### src/core/lcd_regs_regs.svh
// Register map, field positions, reset values and timing figures of the LCD frame controller.
// Assumes one AHB-Lite slave window decoded on haddr[7:0].
`ifndef LCD_REGS_REGS_SVH
`define LCD_REGS_REGS_SVH
`define LCD_CTRL_A_OFS 8'h00
`define LCD_CTRL_B_OFS 8'h04
`define LCD_FRAME_RATE_OFS 8'h08
`define LCD_CONTRAST_OFS 8'h0c
`define LCD_ASYNC_OFS 8'h10
`define LCD_STATUS_OFS 8'h14
`define LCD_MEM_PAGE 4'h4
`define LCD_CA_ENABLE 7
`define LCD_CA_LPW 6
`define LCD_CA_FLAG 4
`define LCD_CA_IE 3
`define LCD_CA_BLANK 0
`define LCD_CB_CLKSEL 7
`define LCD_CB_HALFBIAS 6
`define LCD_CB_DUTY 4
`define LCD_CB_MASK 0
`define LCD_ASYNC_EXTCLK 0
`define LCD_DUTY_RST 2'h0
`define LCD_MASK_RST 3'h0
`define LCD_FRR_RST 7'h00
`define LCD_CONTRAST_RST 4'h0
`define LCD_PRESC_FILL 4'hf
`define LCD_SEG_COUNTS {5'd25, 5'd24, 5'd23, 5'd21, 5'd19, 5'd17, 5'd15, 5'd13}
`endif

### src/core/lcd_pkg.sv
// Types shared by the LCD frame controller files.
// Assumes nothing beyond a SystemVerilog compiler.
package lcd_pkg;
  typedef enum logic [1:0] {
    SCAN_OFF = 2'b01,
    SCAN_RUN = 2'b10
  } scan_state_type;
  typedef logic [24:0] seg_word_type;
endpackage

### src/core/segment_lcd_frame_control.sv
// Frame control of a passive segment LCD: registers, scan, capture, pin drive.
// Assumes a single AHB-Lite master on hclk; analog levels are handled outside.
//
// The address map and the AHB-Lite register port were chosen for this implementation.
`timescale 1ns/1ps
`default_nettype none
`include "lcd_regs_regs.svh"
module segment_lcd_frame_control (
  input wire logic hclk,
  input wire logic hresetn,
  input wire logic hsel,
  input wire logic [31:0] haddr,
  input wire logic hwrite,
  input wire logic [1:0] htrans,
  input wire logic [2:0] hsize,
  input wire logic hready,
  input wire logic [31:0] hwdata,
  output logic [31:0] hrdata,
  output logic hreadyout,
  output logic hresp,
  input wire logic async_oscillator_pin,
  input wire logic frame_irq_ack,
  output logic frame_irq,
  output logic external_clock_input_enable,
  output logic clock_from_async,
  output logic half_bias_select,
  output logic [3:0] contrast_working,
  output logic blank_active,
  output logic [24:0] frontplane_drive_pin,
  output logic [24:0] segment_pin_active,
  output logic [3:0] backplane_drive_pin,
  output logic [3:0] backplane_pin_active
);
  localparam logic [39:0] SEG_COUNTS = `LCD_SEG_COUNTS;

  // Register file
  logic enable_reg, enable_next;
  logic lpw_reg, lpw_next;
  logic ie_reg, ie_next;
  logic blank_reg, blank_next;
  logic flag_reg, flag_next;
  logic clksel_reg, clksel_next;
  logic halfbias_reg, halfbias_next;
  logic extclk_reg, extclk_next;
  logic [1:0] duty_reg, duty_next;
  logic [2:0] mask_reg, mask_next;
  logic [6:0] frr_reg, frr_next;
  logic [3:0] contrast_reg, contrast_next;
  // Bus pipeline
  logic wr_q_reg, wr_q_next;
  logic mem_sel_reg, mem_sel_next;
  logic [7:0] addr_reg, addr_next;
  logic [31:0] rdata_reg, rdata_next;
  logic addr_phase;
  logic mem_wr;
  logic flag_clear;
  logic [24:0] mem_rdata;
  // Frame engine
  lcd_pkg::scan_state_type state_reg, state_next;
  logic [10:0] presc_reg, presc_next;
  logic [1:0] com_reg, com_next;
  logic phase_reg, phase_next;
  logic hold_reg, hold_next;
  logic lpw_cur_reg, lpw_cur_next;
  logic blank_cur_reg, blank_cur_next;
  logic [3:0] contrast_cur_reg, contrast_cur_next;
  logic osc_rise;
  logic src_tick;
  logic slot_tick;
  logic frame_start;
  logic capture;
  logic [99:0] snap_data;
  // Pin drive
  logic [24:0] seg_out_next, seg_act_next;
  logic [3:0] com_out_next, com_act_next;
  lcd_pkg::seg_word_type seg_word;
  logic [4:0] seg_count;

  pin_sync u_osc_sync (
    .hclk(hclk),
    .hresetn(hresetn),
    .pin_in(async_oscillator_pin),
    .rise(osc_rise)
  );

  display_memory u_mem (
    .hclk(hclk),
    .hresetn(hresetn),
    .wr_en(mem_wr),
    .wr_addr(addr_reg[3:2]),
    .wr_data(hwdata[24:0]),
    .rd_addr(haddr[3:2]),
    .rd_data(mem_rdata),
    .snap(capture),
    .snap_data(snap_data)
  );

  // Bus slave: zero wait states, always OKAY
  assign hreadyout = 1'b1;
  assign hresp = 1'b0;
  assign addr_phase = hsel && hready && htrans[1];
  assign mem_wr = wr_q_reg && addr_reg[7:4] == `LCD_MEM_PAGE;
  assign flag_clear = wr_q_reg && addr_reg == `LCD_CTRL_A_OFS && hwdata[`LCD_CA_FLAG];
  assign hrdata = mem_sel_reg ? {7'h0, mem_rdata} : rdata_reg;

  always_comb begin
    wr_q_next = addr_phase && hwrite;
    mem_sel_next = addr_phase && !hwrite && haddr[7:4] == `LCD_MEM_PAGE;
    addr_next = addr_phase ? haddr[7:0] : addr_reg;
    rdata_next = 32'h0;
    if (!addr_phase || hwrite) begin
      rdata_next = 32'h0;
    end else if (haddr[7:0] == `LCD_CTRL_A_OFS) begin
      rdata_next[`LCD_CA_ENABLE] = enable_reg;
      rdata_next[`LCD_CA_LPW] = lpw_reg;
      rdata_next[`LCD_CA_FLAG] = flag_reg;
      rdata_next[`LCD_CA_IE] = ie_reg;
      rdata_next[`LCD_CA_BLANK] = blank_reg;
    end else if (haddr[7:0] == `LCD_CTRL_B_OFS) begin
      rdata_next[7:0] = {clksel_reg, halfbias_reg, duty_reg, 1'b0, mask_reg};
    end else if (haddr[7:0] == `LCD_FRAME_RATE_OFS) begin
      rdata_next[6:0] = frr_reg;
    end else if (haddr[7:0] == `LCD_CONTRAST_OFS) begin
      rdata_next[3:0] = contrast_reg;
    end else if (haddr[7:0] == `LCD_ASYNC_OFS) begin
      rdata_next[`LCD_ASYNC_EXTCLK] = extclk_reg;
    end else if (haddr[7:0] == `LCD_STATUS_OFS) begin
      rdata_next[10:0] = {contrast_cur_reg, state_reg == lcd_pkg::SCAN_RUN,
                          hold_reg, com_reg, phase_reg, lpw_cur_reg, blank_cur_reg};
    end
  end

  always_ff @(posedge hclk or negedge hresetn) begin
    if (!hresetn) begin
      wr_q_reg <= 1'b0;
      mem_sel_reg <= 1'b0;
      addr_reg <= 8'h0;
      rdata_reg <= 32'h0;
    end else begin
      wr_q_reg <= wr_q_next;
      mem_sel_reg <= mem_sel_next;
      addr_reg <= addr_next;
      rdata_reg <= rdata_next;
    end
  end

  // Control registers; writes land in the data phase
  always_comb begin
    enable_next = enable_reg;
    lpw_next = lpw_reg;
    ie_next = ie_reg;
    blank_next = blank_reg;
    clksel_next = clksel_reg;
    halfbias_next = halfbias_reg;
    duty_next = duty_reg;
    mask_next = mask_reg;
    frr_next = frr_reg;
    contrast_next = contrast_reg;
    extclk_next = extclk_reg;
    if (!wr_q_reg) begin
      enable_next = enable_reg;
    end else if (addr_reg == `LCD_CTRL_A_OFS) begin
      enable_next = hwdata[`LCD_CA_ENABLE];
      lpw_next = hwdata[`LCD_CA_LPW];
      ie_next = hwdata[`LCD_CA_IE];
      blank_next = hwdata[`LCD_CA_BLANK];
    end else if (addr_reg == `LCD_CTRL_B_OFS) begin
      clksel_next = hwdata[`LCD_CB_CLKSEL];
      halfbias_next = hwdata[`LCD_CB_HALFBIAS];
      duty_next = hwdata[`LCD_CB_DUTY +: 2];
      mask_next = hwdata[`LCD_CB_MASK +: 3];
    end else if (addr_reg == `LCD_FRAME_RATE_OFS) begin
      frr_next = hwdata[6:0];
    end else if (addr_reg == `LCD_CONTRAST_OFS) begin
      contrast_next = hwdata[3:0];
    end else if (addr_reg == `LCD_ASYNC_OFS) begin
      extclk_next = hwdata[`LCD_ASYNC_EXTCLK];
    end
    // Hardware set wins over ack or write-one clear
    flag_next = capture || (flag_reg && !flag_clear && !frame_irq_ack);
  end

  always_ff @(posedge hclk or negedge hresetn) begin
    if (!hresetn) begin
      enable_reg <= 1'b0;
      lpw_reg <= 1'b0;
      ie_reg <= 1'b0;
      blank_reg <= 1'b0;
      flag_reg <= 1'b0;
      clksel_reg <= 1'b0;
      halfbias_reg <= 1'b0;
      extclk_reg <= 1'b0;
      duty_reg <= `LCD_DUTY_RST;
      mask_reg <= `LCD_MASK_RST;
      frr_reg <= `LCD_FRR_RST;
      contrast_reg <= `LCD_CONTRAST_RST;
    end else begin
      enable_reg <= enable_next;
      lpw_reg <= lpw_next;
      ie_reg <= ie_next;
      blank_reg <= blank_next;
      flag_reg <= flag_next;
      clksel_reg <= clksel_next;
      halfbias_reg <= halfbias_next;
      extclk_reg <= extclk_next;
      duty_reg <= duty_next;
      mask_reg <= mask_next;
      frr_reg <= frr_next;
      contrast_reg <= contrast_next;
    end
  end

  assign frame_irq = flag_reg && ie_reg;
  assign clock_from_async = clksel_reg;
  assign external_clock_input_enable = extclk_reg && clksel_reg;

  // No sleep gating here: hclk or the pin tick keeps the scan alive
  assign src_tick = clksel_reg ? osc_rise : 1'b1;
  assign slot_tick = src_tick && presc_reg == {frr_reg, `LCD_PRESC_FILL};
  assign frame_start = state_reg == lcd_pkg::SCAN_RUN && slot_tick && com_reg >= duty_reg;
  // Low-power mode skips the capture of every second frame
  assign capture = frame_start && !hold_reg;

  always_comb begin
    state_next = state_reg;
    presc_next = presc_reg;
    com_next = com_reg;
    phase_next = phase_reg;
    hold_next = hold_reg;
    lpw_cur_next = lpw_cur_reg;
    blank_cur_next = blank_cur_reg;
    contrast_cur_next = contrast_cur_reg;
    case (state_reg)
      lcd_pkg::SCAN_OFF: begin
        presc_next = 11'h0;
        com_next = 2'h3;
        hold_next = 1'b0;
        if (enable_reg) begin
          state_next = lcd_pkg::SCAN_RUN;
        end
      end
      lcd_pkg::SCAN_RUN: begin
        if (!enable_reg) begin
          state_next = lcd_pkg::SCAN_OFF;
        end
        if (src_tick) begin
          presc_next = slot_tick ? 11'h0 : presc_reg + 11'h1;
        end
        if (slot_tick) begin
          // Reduced toggling: phase flips per frame, not per slot
          phase_next = lpw_cur_reg ? phase_reg : ~phase_reg;
          if (com_reg >= duty_reg) begin
            com_next = 2'h0;
            hold_next = capture && lpw_reg;
            if (lpw_cur_reg) begin
              phase_next = ~phase_reg;
            end
          end else begin
            com_next = com_reg + 2'h1;
          end
        end
        if (capture) begin
          lpw_cur_next = lpw_reg;
          blank_cur_next = blank_reg;
          contrast_cur_next = contrast_reg;
        end
      end
      default: begin
        state_next = lcd_pkg::SCAN_OFF;
      end
    endcase
  end

  always_ff @(posedge hclk or negedge hresetn) begin
    if (!hresetn) begin
      state_reg <= lcd_pkg::SCAN_OFF;
      presc_reg <= 11'h0;
      com_reg <= 2'h3;
      phase_reg <= 1'b0;
      hold_reg <= 1'b0;
      lpw_cur_reg <= 1'b0;
      blank_cur_reg <= 1'b0;
      contrast_cur_reg <= `LCD_CONTRAST_RST;
    end else begin
      state_reg <= state_next;
      presc_reg <= presc_next;
      com_reg <= com_next;
      phase_reg <= phase_next;
      hold_reg <= hold_next;
      lpw_cur_reg <= lpw_cur_next;
      blank_cur_reg <= blank_cur_next;
      contrast_cur_reg <= contrast_cur_next;
    end
  end

  // Pin drive; blanking only forces levels, memory stays intact
  assign seg_word = snap_data[25 * com_reg +: 25];
  assign seg_count = SEG_COUNTS[5 * mask_reg +: 5];

  genvar i;
  generate
    for (i = 0; i < 25; i++) begin : g_seg
      always_comb begin
        seg_act_next[i] = enable_reg && 5'(i) < seg_count;
        seg_out_next[i] = !blank_cur_reg && (seg_word[i] ^ phase_reg);
      end
    end
    for (i = 0; i < 4; i++) begin : g_com
      always_comb begin
        com_act_next[i] = enable_reg && 2'(i) <= duty_reg;
        com_out_next[i] = !blank_cur_reg && ((com_reg == 2'(i)) ^ phase_reg);
      end
    end
  endgenerate

  always_ff @(posedge hclk or negedge hresetn) begin
    if (!hresetn) begin
      frontplane_drive_pin <= 25'h0;
      segment_pin_active <= 25'h0;
      backplane_drive_pin <= 4'h0;
      backplane_pin_active <= 4'h0;
      blank_active <= 1'b0;
      contrast_working <= 4'h0;
      half_bias_select <= 1'b0;
    end else begin
      frontplane_drive_pin <= seg_out_next;
      segment_pin_active <= seg_act_next;
      backplane_drive_pin <= com_out_next;
      backplane_pin_active <= com_act_next;
      blank_active <= blank_cur_reg;
      contrast_working <= contrast_cur_reg;
      half_bias_select <= halfbias_reg && duty_reg != 2'h0;
    end
  end
endmodule // segment_lcd_frame_control
`default_nettype wire

### src/core/pin_sync.sv
// Three-flop synchroniser for the asynchronous oscillator pin.
// Assumes the pin toggles much slower than hclk.
`timescale 1ns/1ps
`default_nettype none
module pin_sync (
  input wire logic hclk,
  input wire logic hresetn,
  input wire logic pin_in,
  output logic rise
);
  logic [2:0] sync_reg;
  logic [2:0] sync_next;
  logic stable_reg;
  logic stable_next;
  logic rise_next;

  always_comb begin
    sync_next = {sync_reg[1:0], pin_in};
    stable_next = stable_reg;
    rise_next = 1'b0;
    // Change counts only when the second and third stages agree
    if (sync_reg[1] == sync_reg[2]) begin
      stable_next = sync_reg[2];
      rise_next = sync_reg[2] & ~stable_reg;
    end
  end

  always_ff @(posedge hclk or negedge hresetn) begin
    if (!hresetn) begin
      sync_reg <= 3'h0;
      stable_reg <= 1'b0;
      rise <= 1'b0;
    end else begin
      sync_reg <= sync_next;
      stable_reg <= stable_next;
      rise <= rise_next;
    end
  end
endmodule // pin_sync
`default_nettype wire

### src/core/display_memory.sv
// Display memory, one 25-bit word per common, with a frame snapshot.
// Assumes the bus and the frame engine share hclk.
`timescale 1ns/1ps
`default_nettype none
module display_memory (
  input wire logic hclk,
  input wire logic hresetn,
  input wire logic wr_en,
  input wire logic [1:0] wr_addr,
  input wire logic [24:0] wr_data,
  input wire logic [1:0] rd_addr,
  output logic [24:0] rd_data,
  input wire logic snap,
  output logic [99:0] snap_data
);
  logic [24:0] mem_reg [4];
  logic [24:0] mem_next [4];
  logic [99:0] snap_next;
  logic [24:0] rd_next;

  genvar i;
  generate
    for (i = 0; i < 4; i++) begin : g_word
      always_comb begin
        mem_next[i] = (wr_en && wr_addr == 2'(i)) ? wr_data : mem_reg[i];
      end
      always_ff @(posedge hclk or negedge hresetn) begin
        if (!hresetn) begin
          mem_reg[i] <= 25'h0;
        end else begin
          mem_reg[i] <= mem_next[i];
        end
      end
    end
  endgenerate

  always_comb begin
    rd_next = mem_reg[rd_addr];
    snap_next = snap ? {mem_reg[3], mem_reg[2], mem_reg[1], mem_reg[0]} : snap_data;
  end

  always_ff @(posedge hclk or negedge hresetn) begin
    if (!hresetn) begin
      rd_data <= 25'h0;
      snap_data <= 100'h0;
    end else begin
      rd_data <= rd_next;
      snap_data <= snap_next;
    end
  end
endmodule // display_memory
`default_nettype wire

### config.mk
export PLATFORM = sky130hd
export DESIGN_NAME = segment_lcd_frame_control
export DESIGN_NICKNAME = d
export VERILOG_FILES = /design/src/core/lcd_pkg.sv /design/src/core/segment_lcd_frame_control.sv /design/src/core/pin_sync.sv /design/src/core/display_memory.sv
export VERILOG_INCLUDE_DIRS = /design/src /design/src/core
export SDC_FILE = /design/constraint.sdc
export NUM_CORES = 1
export LEC_CHECK = 0
export ABC_AREA = 1
export BUFFER_PORTS_ARGS = -buffer_cell sky130_fd_sc_hd__buf_2
export CORE_AREA = 5 5 164 166
export DETAILED_ROUTE_END_ITERATION = 6
export DIE_AREA = 0 0 169 171
export MAX_ROUTING_LAYER = met4
export PLACE_DENSITY = 0.9
export SYNTH_ARGS = -nofsm -noshare
export SYNTH_HDL_FRONTEND = slang
export SYNTH_SLANG_ARGS = --single-unit
### constraint.sdc
create_clock -name hclk -period 6.4 [get_ports hclk]
set_input_delay 0.32 -clock hclk [delete_from_list [all_inputs] [get_ports hclk]]
set_output_delay 0.32 -clock hclk [all_outputs]
set_load 0.03 [all_outputs]
== Word level (Yosys, flattened, before mapping) ==
Index checks and enable logic that the tools add are counted.
Cells by class
  $add $sub $neg: 2
  multipliers: 2
  divide/modulo/power cells: 0
  magnitude comparators: 31
  equal/unequal tests: 26
  shifts and indexed selects: 2
  multiplexer cells: 48
  bitwise gates (word level): 37
  reductions and logical operators: 105
Operator list (count)
  11-bit 2-to-1 mux: 10
  100-bit by 8-bit variable part select with 25-bit output: 1
  1-bit logical AND: 80
  25-bit 2-to-1 mux: 3
  10-bit 2-to-1 mux: 6
  25-bit binary-select mux with 2-bit select: 1
  5-bit < comparator, first input constant: 9
  4-bit by 5-bit < comparator with 1-bit output, first input constant: 8
  40-bit by 7-bit variable part select with 5-bit output, first input constant: 1
  8-bit by 4-bit == test with 1-bit output, second input constant: 4
  1-bit XOR: 29
  8-bit by 5-bit == test with 1-bit output, second input constant: 3
  11-bit case mux with 2 select lines: 1
  3-bit by 5-bit < comparator with 1-bit output, first input constant: 4
  8-bit by 3-bit == test with 1-bit output, second input constant: 2
  8-bit zero test: 2
  2-bit 2-to-1 mux: 7
  7-bit 2-to-1 mux: 2
  2-bit AND reduction: 6
  11-bit by 1-bit adder with 11-bit output, second input constant: 1
  11-bit == test: 1
  2-bit == test, second input constant: 5
  1-bit by 5-bit < comparator with 1-bit output, first input constant: 2
  2-bit by 5-bit < comparator with 1-bit output, first input constant: 2
  other kinds (29): 63
Storage, ports and cells
  flip-flop bits (word level): 362
  latch bits: 0
  RAM bits: 0
  ROM bits: 0
  input port bits: 76
  output and inout port bits: 101
  logic and storage cells: 293
  memories: 0

== Depth between registers and ports, before layout ==
  depth in word-level cells: 19
  gate-level depth with buffers: 14

== Modules after synthesis ==
From an unflattened synthesis, not the netlist that was laid out.
Second synthesis, totals
  cell total of the unflattened synthesis: 1973
  area total of the unflattened synthesis: 16462.0 um^2
By module, submodules not included
  display_memory: times used 1, cells each 1079, area an instance 9424.0 um^2, sequential area each 5630.4 um^2
  segment_lcd_frame_control: times used 1, cells each 884, area an instance 6892.9 um^2, sequential area each 3281.9 um^2
  pin_sync: times used 1, cells each 10, area an instance 145.1 um^2, sequential area each 125.1 um^2

== Worst setup path after synthesis ==
No wires, ideal clock.
  path type: reg2reg
  from: reg com_reg[0]
  to: reg contrast_cur_reg[0]
  arrival time: 2526 ps
  data required time: 6334 ps
  slack: 3808 ps
  cell stages (with the launch flop): 13
  buffers on the path: 4
  clock period less this slack: 2592 ps
  cells stage by stage: dfstp_2 > clkbuf_1 > clkinv_1 > clkbuf_1 > ha_1 > nand2_1 > nand2_1 > nand2_1 > inv_2 > clkbuf_1 > clkbuf_1 > nand3_1 > nand2_1
Between the ends
  word-level cells in the longest chain between the ends: 4
Ends and longest elaborated chain
  start, declared: line segment_lcd_frame_control.sv:61  | logic [1:0] com_reg, com_next;
  start signal, assigned: line segment_lcd_frame_control.sv:287  | com_reg <= com_next;
  2-bit greater-or-equal comparator: line segment_lcd_frame_control.sv:220  | assign frame_start = state_reg == lcd_pkg::SCAN_RUN && slot_tick && com_reg >= duty_reg;
  1-bit logical AND: line segment_lcd_frame_control.sv:220
  1-bit logical AND: line segment_lcd_frame_control.sv:222  | assign capture = frame_start && !hold_reg;
  2-bit AND reduction (no line)
  end signal, assigned: line segment_lcd_frame_control.sv:283  | contrast_cur_reg <= `LCD_CONTRAST_RST;
  end signal, assigned: line segment_lcd_frame_control.sv:292  | contrast_cur_reg <= contrast_cur_next;
  end, declared: line segment_lcd_frame_control.sv:66  | logic [3:0] contrast_cur_reg, contrast_cur_next;
Every way passes these cells.
A chain may end at the register's enable or synchronous reset.

== Final worst setup path ==
  from: reg presc_reg[0]
  to: reg u_mem.snap_data[82]
Between the ends
  word-level cells in the longest chain between the ends: 5
Ends and longest elaborated chain
  start, declared: line segment_lcd_frame_control.sv:60  | logic [10:0] presc_reg, presc_next;
  start signal, assigned: line segment_lcd_frame_control.sv:286  | presc_reg <= presc_next;
  11-bit == test: line segment_lcd_frame_control.sv:219  | assign slot_tick = src_tick && presc_reg == {frr_reg, `LCD_PRESC_FILL};
  1-bit logical AND: line segment_lcd_frame_control.sv:219
  1-bit logical AND (2 in series): line segment_lcd_frame_control.sv:220
  1-bit logical AND: line segment_lcd_frame_control.sv:222
  end signal, assigned: line display_memory.sv:48  | snap_data <= snap_next;
  end, declared: line display_memory.sv:14  | output logic [99:0] snap_data
Every way passes these cells.

==> impl_metrics.yaml <==
synth:
  synth_most_common_cell: "nand2_1"
  ys_top_cells_by_count: "615 x nand2_1, 358 x dfrtp_1, 181 x nand3_1"
  synth_area_leaders: "dfrtp_1 57%, nand2_1 15%, nand3_1 5.8%, o21ai_0 4.9%, inv_1 2.6%"
  syn_area_um2: 15600
  synth_seq_cells: 361
  yosys_most_used_dff: "dfrtp_1"
  syn_avg_cell_area_um2: 8.60
  synth_top_area_share: 0.574
  syn_inst: 1816
  ys_types: 34
  ys.warnings.count: 0
  synth_edf_count: 0
  yosysTopAreaCell: "dfrtp_1"
  async_flop_share: 1.00
  yosysSeqAreaShare: 0.579
worst_setup_path:
  arrival_ns: 4.47
  worst-path-buf-inv: 3
  worst_path_dominant_cell_family: "simple AND/OR/NAND/NOR gates"
  critical_path_class: "flop to flop"
  r2r_end: "u_mem.snap_data[82]"
  r2r_setup_slack_ns: 2.33
  rr_startpoint: "presc_reg[0]"
  cp_slowest_cell: "buf_4"
  required_ns: 6.80
  cp_cell_sequence: "ha_1, inv_2, nor2_1, nand3b_1, nor3_4, buf_4, nand2_2, buf_4, nand2_1, nand2_1"
  crit_fanout: 110
  slowest_delay_ns: 0.84
  end_kind: "flop"
  reg2regPathDepth: 10
  start_kind: "flop"
drt:
  first_iter_violations: 1663
  wl_per_cell_um: 18.4
  dr_total_vias: 13200
  drc_errors: 31
  dr.pass1.iters: 7
  post_drt_via_cell_ratio: 5.82
  drt_wl_total_um: 41600
  ant_nets: 0
layout:
  area_delta_synth_final_pct: 12.7
  fin_nets: 1998
  design_area_um2: 17600
  drive_gt1_frac: 0.121
place:
  dpl_cell_area_um2: 16400
  io_buffers: 132
  dp_hpwl_um: 24400
  place_ws_ns: 2.45
  routabilityCongestion: 0.919
power:
  p_leak_nw: 9.21
  totalPowerFinal_mw: 5.03
  ir_worst_vdd_uv: 183
  switching_power_mw: 1.28
  switching_share: 0.253
  power_frac_comb: 0.090
  powerDensity_nw_per_um2: 286
  p_seq_frac: 0.496
  p_clk_frac: 0.414
  internal-power_mw: 3.76
clock_network:
  cts-hold-fix-buffers: 2
  cts_root_buf: "clkbuf_16"
  cts_tree: "built"
  cts_max_level: 2
  cts.reportedPaths.clkPinSlew_ns: 0.06
  cts_resized: 0
  numCtsBuffers: 36
  clockBufferDepth: 3
  cts_setup_buffers: 0
  clock_latency_ns: 0.53
  cts.sinks: 361
floorplanning:
  dieArea_um2: 28900
  initial_core_util: 0.613
  die_x_um: 169
  num_rows: 59
  die_h_um: 171
  ios: 177
  core_area_um2: 25500
global_route:
  grt_pass1_wl_um: 66900
  grt_overflow: 0
  grt_antenna_before_repair: 4
  first_global_vias: 12900
  grt_max_degree: 159
  grt_util_all_layers: 0.297
timing:
  max_freq_mhz: 246
  finalCritPeriodShare: 0.635
  hold_viol_final: 0
  slew_headroom: 0.235
  rsz0062_at_grt: "false"
  setup_ws_ns: 2.33
  maxSlewViolCount: 0
  tightest_slew_ns: 1.15
  fin_crit_ns: 4.07
  fin_skew_ns: 0.0196
  final.setup.tns_ns: 0
  setup_viol: 0
job:
  max-cap-violations: 0
status:
  violations: "DRC"
  status: "finished, violations left"
min_path:
  hold_start: "hwrite"
  holdPathStages: 3
  hold_class: "input port to flop"
  min_to: "wr_q_reg"
-- worst min-delay path, stage by stage --
cell and delay [ns]:
buf_2 0.11, inv_1 0.04, nor2_1 0.03
-- metal layers --
metal  share of wire  routed length (µm)  vias to the layer above  global-route usage
met5               0                   0                        -                   -
met4           0.037                1560                        0               0.116
met3            0.10                4310                      144              0.0518
met2            0.46               19300                      781               0.464
met1            0.39               16400                     6233               0.396
li1                -                   -                     6050                   -
-- cell families after synthesis --
logic type      after synthesis  share of synthesized area
fa+ha+maj                    16                     0.0128
other cells                   2                   0.000481
flops                       361                      0.579
compound gates              255                     0.0897
simple gates                937                      0.246
xor+xnor                      7                    0.00393
buf+inv                     225                     0.0591
mux                          13                    0.00938
-- power groups by stage --
stage	clock network, mW	registers, mW	logic [mW]
floorplan	0	2.56	0.229
CTS	2.10	2.49	0.455
global route	2.20	2.51	0.507
global placement	0	2.52	0.429
finish	2.08	2.49	0.454
detailed placement	0	2.53	0.447
-- layout make-up --
| type | count | area [µm²] |
|---|---|---|
| repair buffers | 149 | 816 |
| clock buffers | 57 | 1100 |
| multi-input cells | 1237 | 5690 |
| clock inverters | 6 | 68.8 |
| well taps | 335 | 419 |
| fillers | 1922 | 7880 |
| flip-flops and latches | 361 | 9040 |
| inverters | 121 | 454 |
| diodes | 2 | 5.00 |
-- worst max-delay path by stage --
stage	startpoint	end	slack [ns]	cells past startpoint
2_1_floorplan	com_reg[0]	contrast_cur_reg[0]	3.81	12
4_1_cts	presc_reg[0]	u_mem.snap_data[82]	2.39	10
5_1_grt	presc_reg[0]	u_mem.snap_data[82]	2.07	10
6_report	presc_reg[0]	u_mem.snap_data[82]	2.33	10
3_3_place_gp	presc_reg[0]	u_mem.snap_data[33]	2.65	10
3_5_place_dp	presc_reg[0]	u_mem.snap_data[37]	2.45	10
-- metrics by stage --
| stage | utilization | instances | hold slack (ns) |
|---|---|---|---|
| 4_1_cts | 0.691 | 2266 | 0.00855 |
| 2_1_floorplan | - | 1823 | 0.0244 |
| 5_1_grt | 0.691 | 2268 | 0.0233 |
| 6_report | 0.691 | 2268 | 0.0190 |
| 3_3_place_gp | 0.644 | 2201 | 0.335 |
| 3_5_place_dp | 0.644 | 2201 | 0.336 |
-- placed cells by master, fill, tap and decap left out, types with 5 or more instances in the layout --
cell type and count:
xnor2_1 5, buf_4 14, clkbuf_1 10, clkbuf_16 37, inv_2 10, nand4_1 8
conb_1 9, nand2_1 612, clkbuf_8 10, o21ai_0 154, inv_1 109, mux2_2 13
a22oi_1 45, a21oi_1 50, ha_1 16, nor2_1 89, nor3_1 35, dfrtp_1 358
nand3_1 181, buf_2 131
Power figures use the tool's default switching activity.
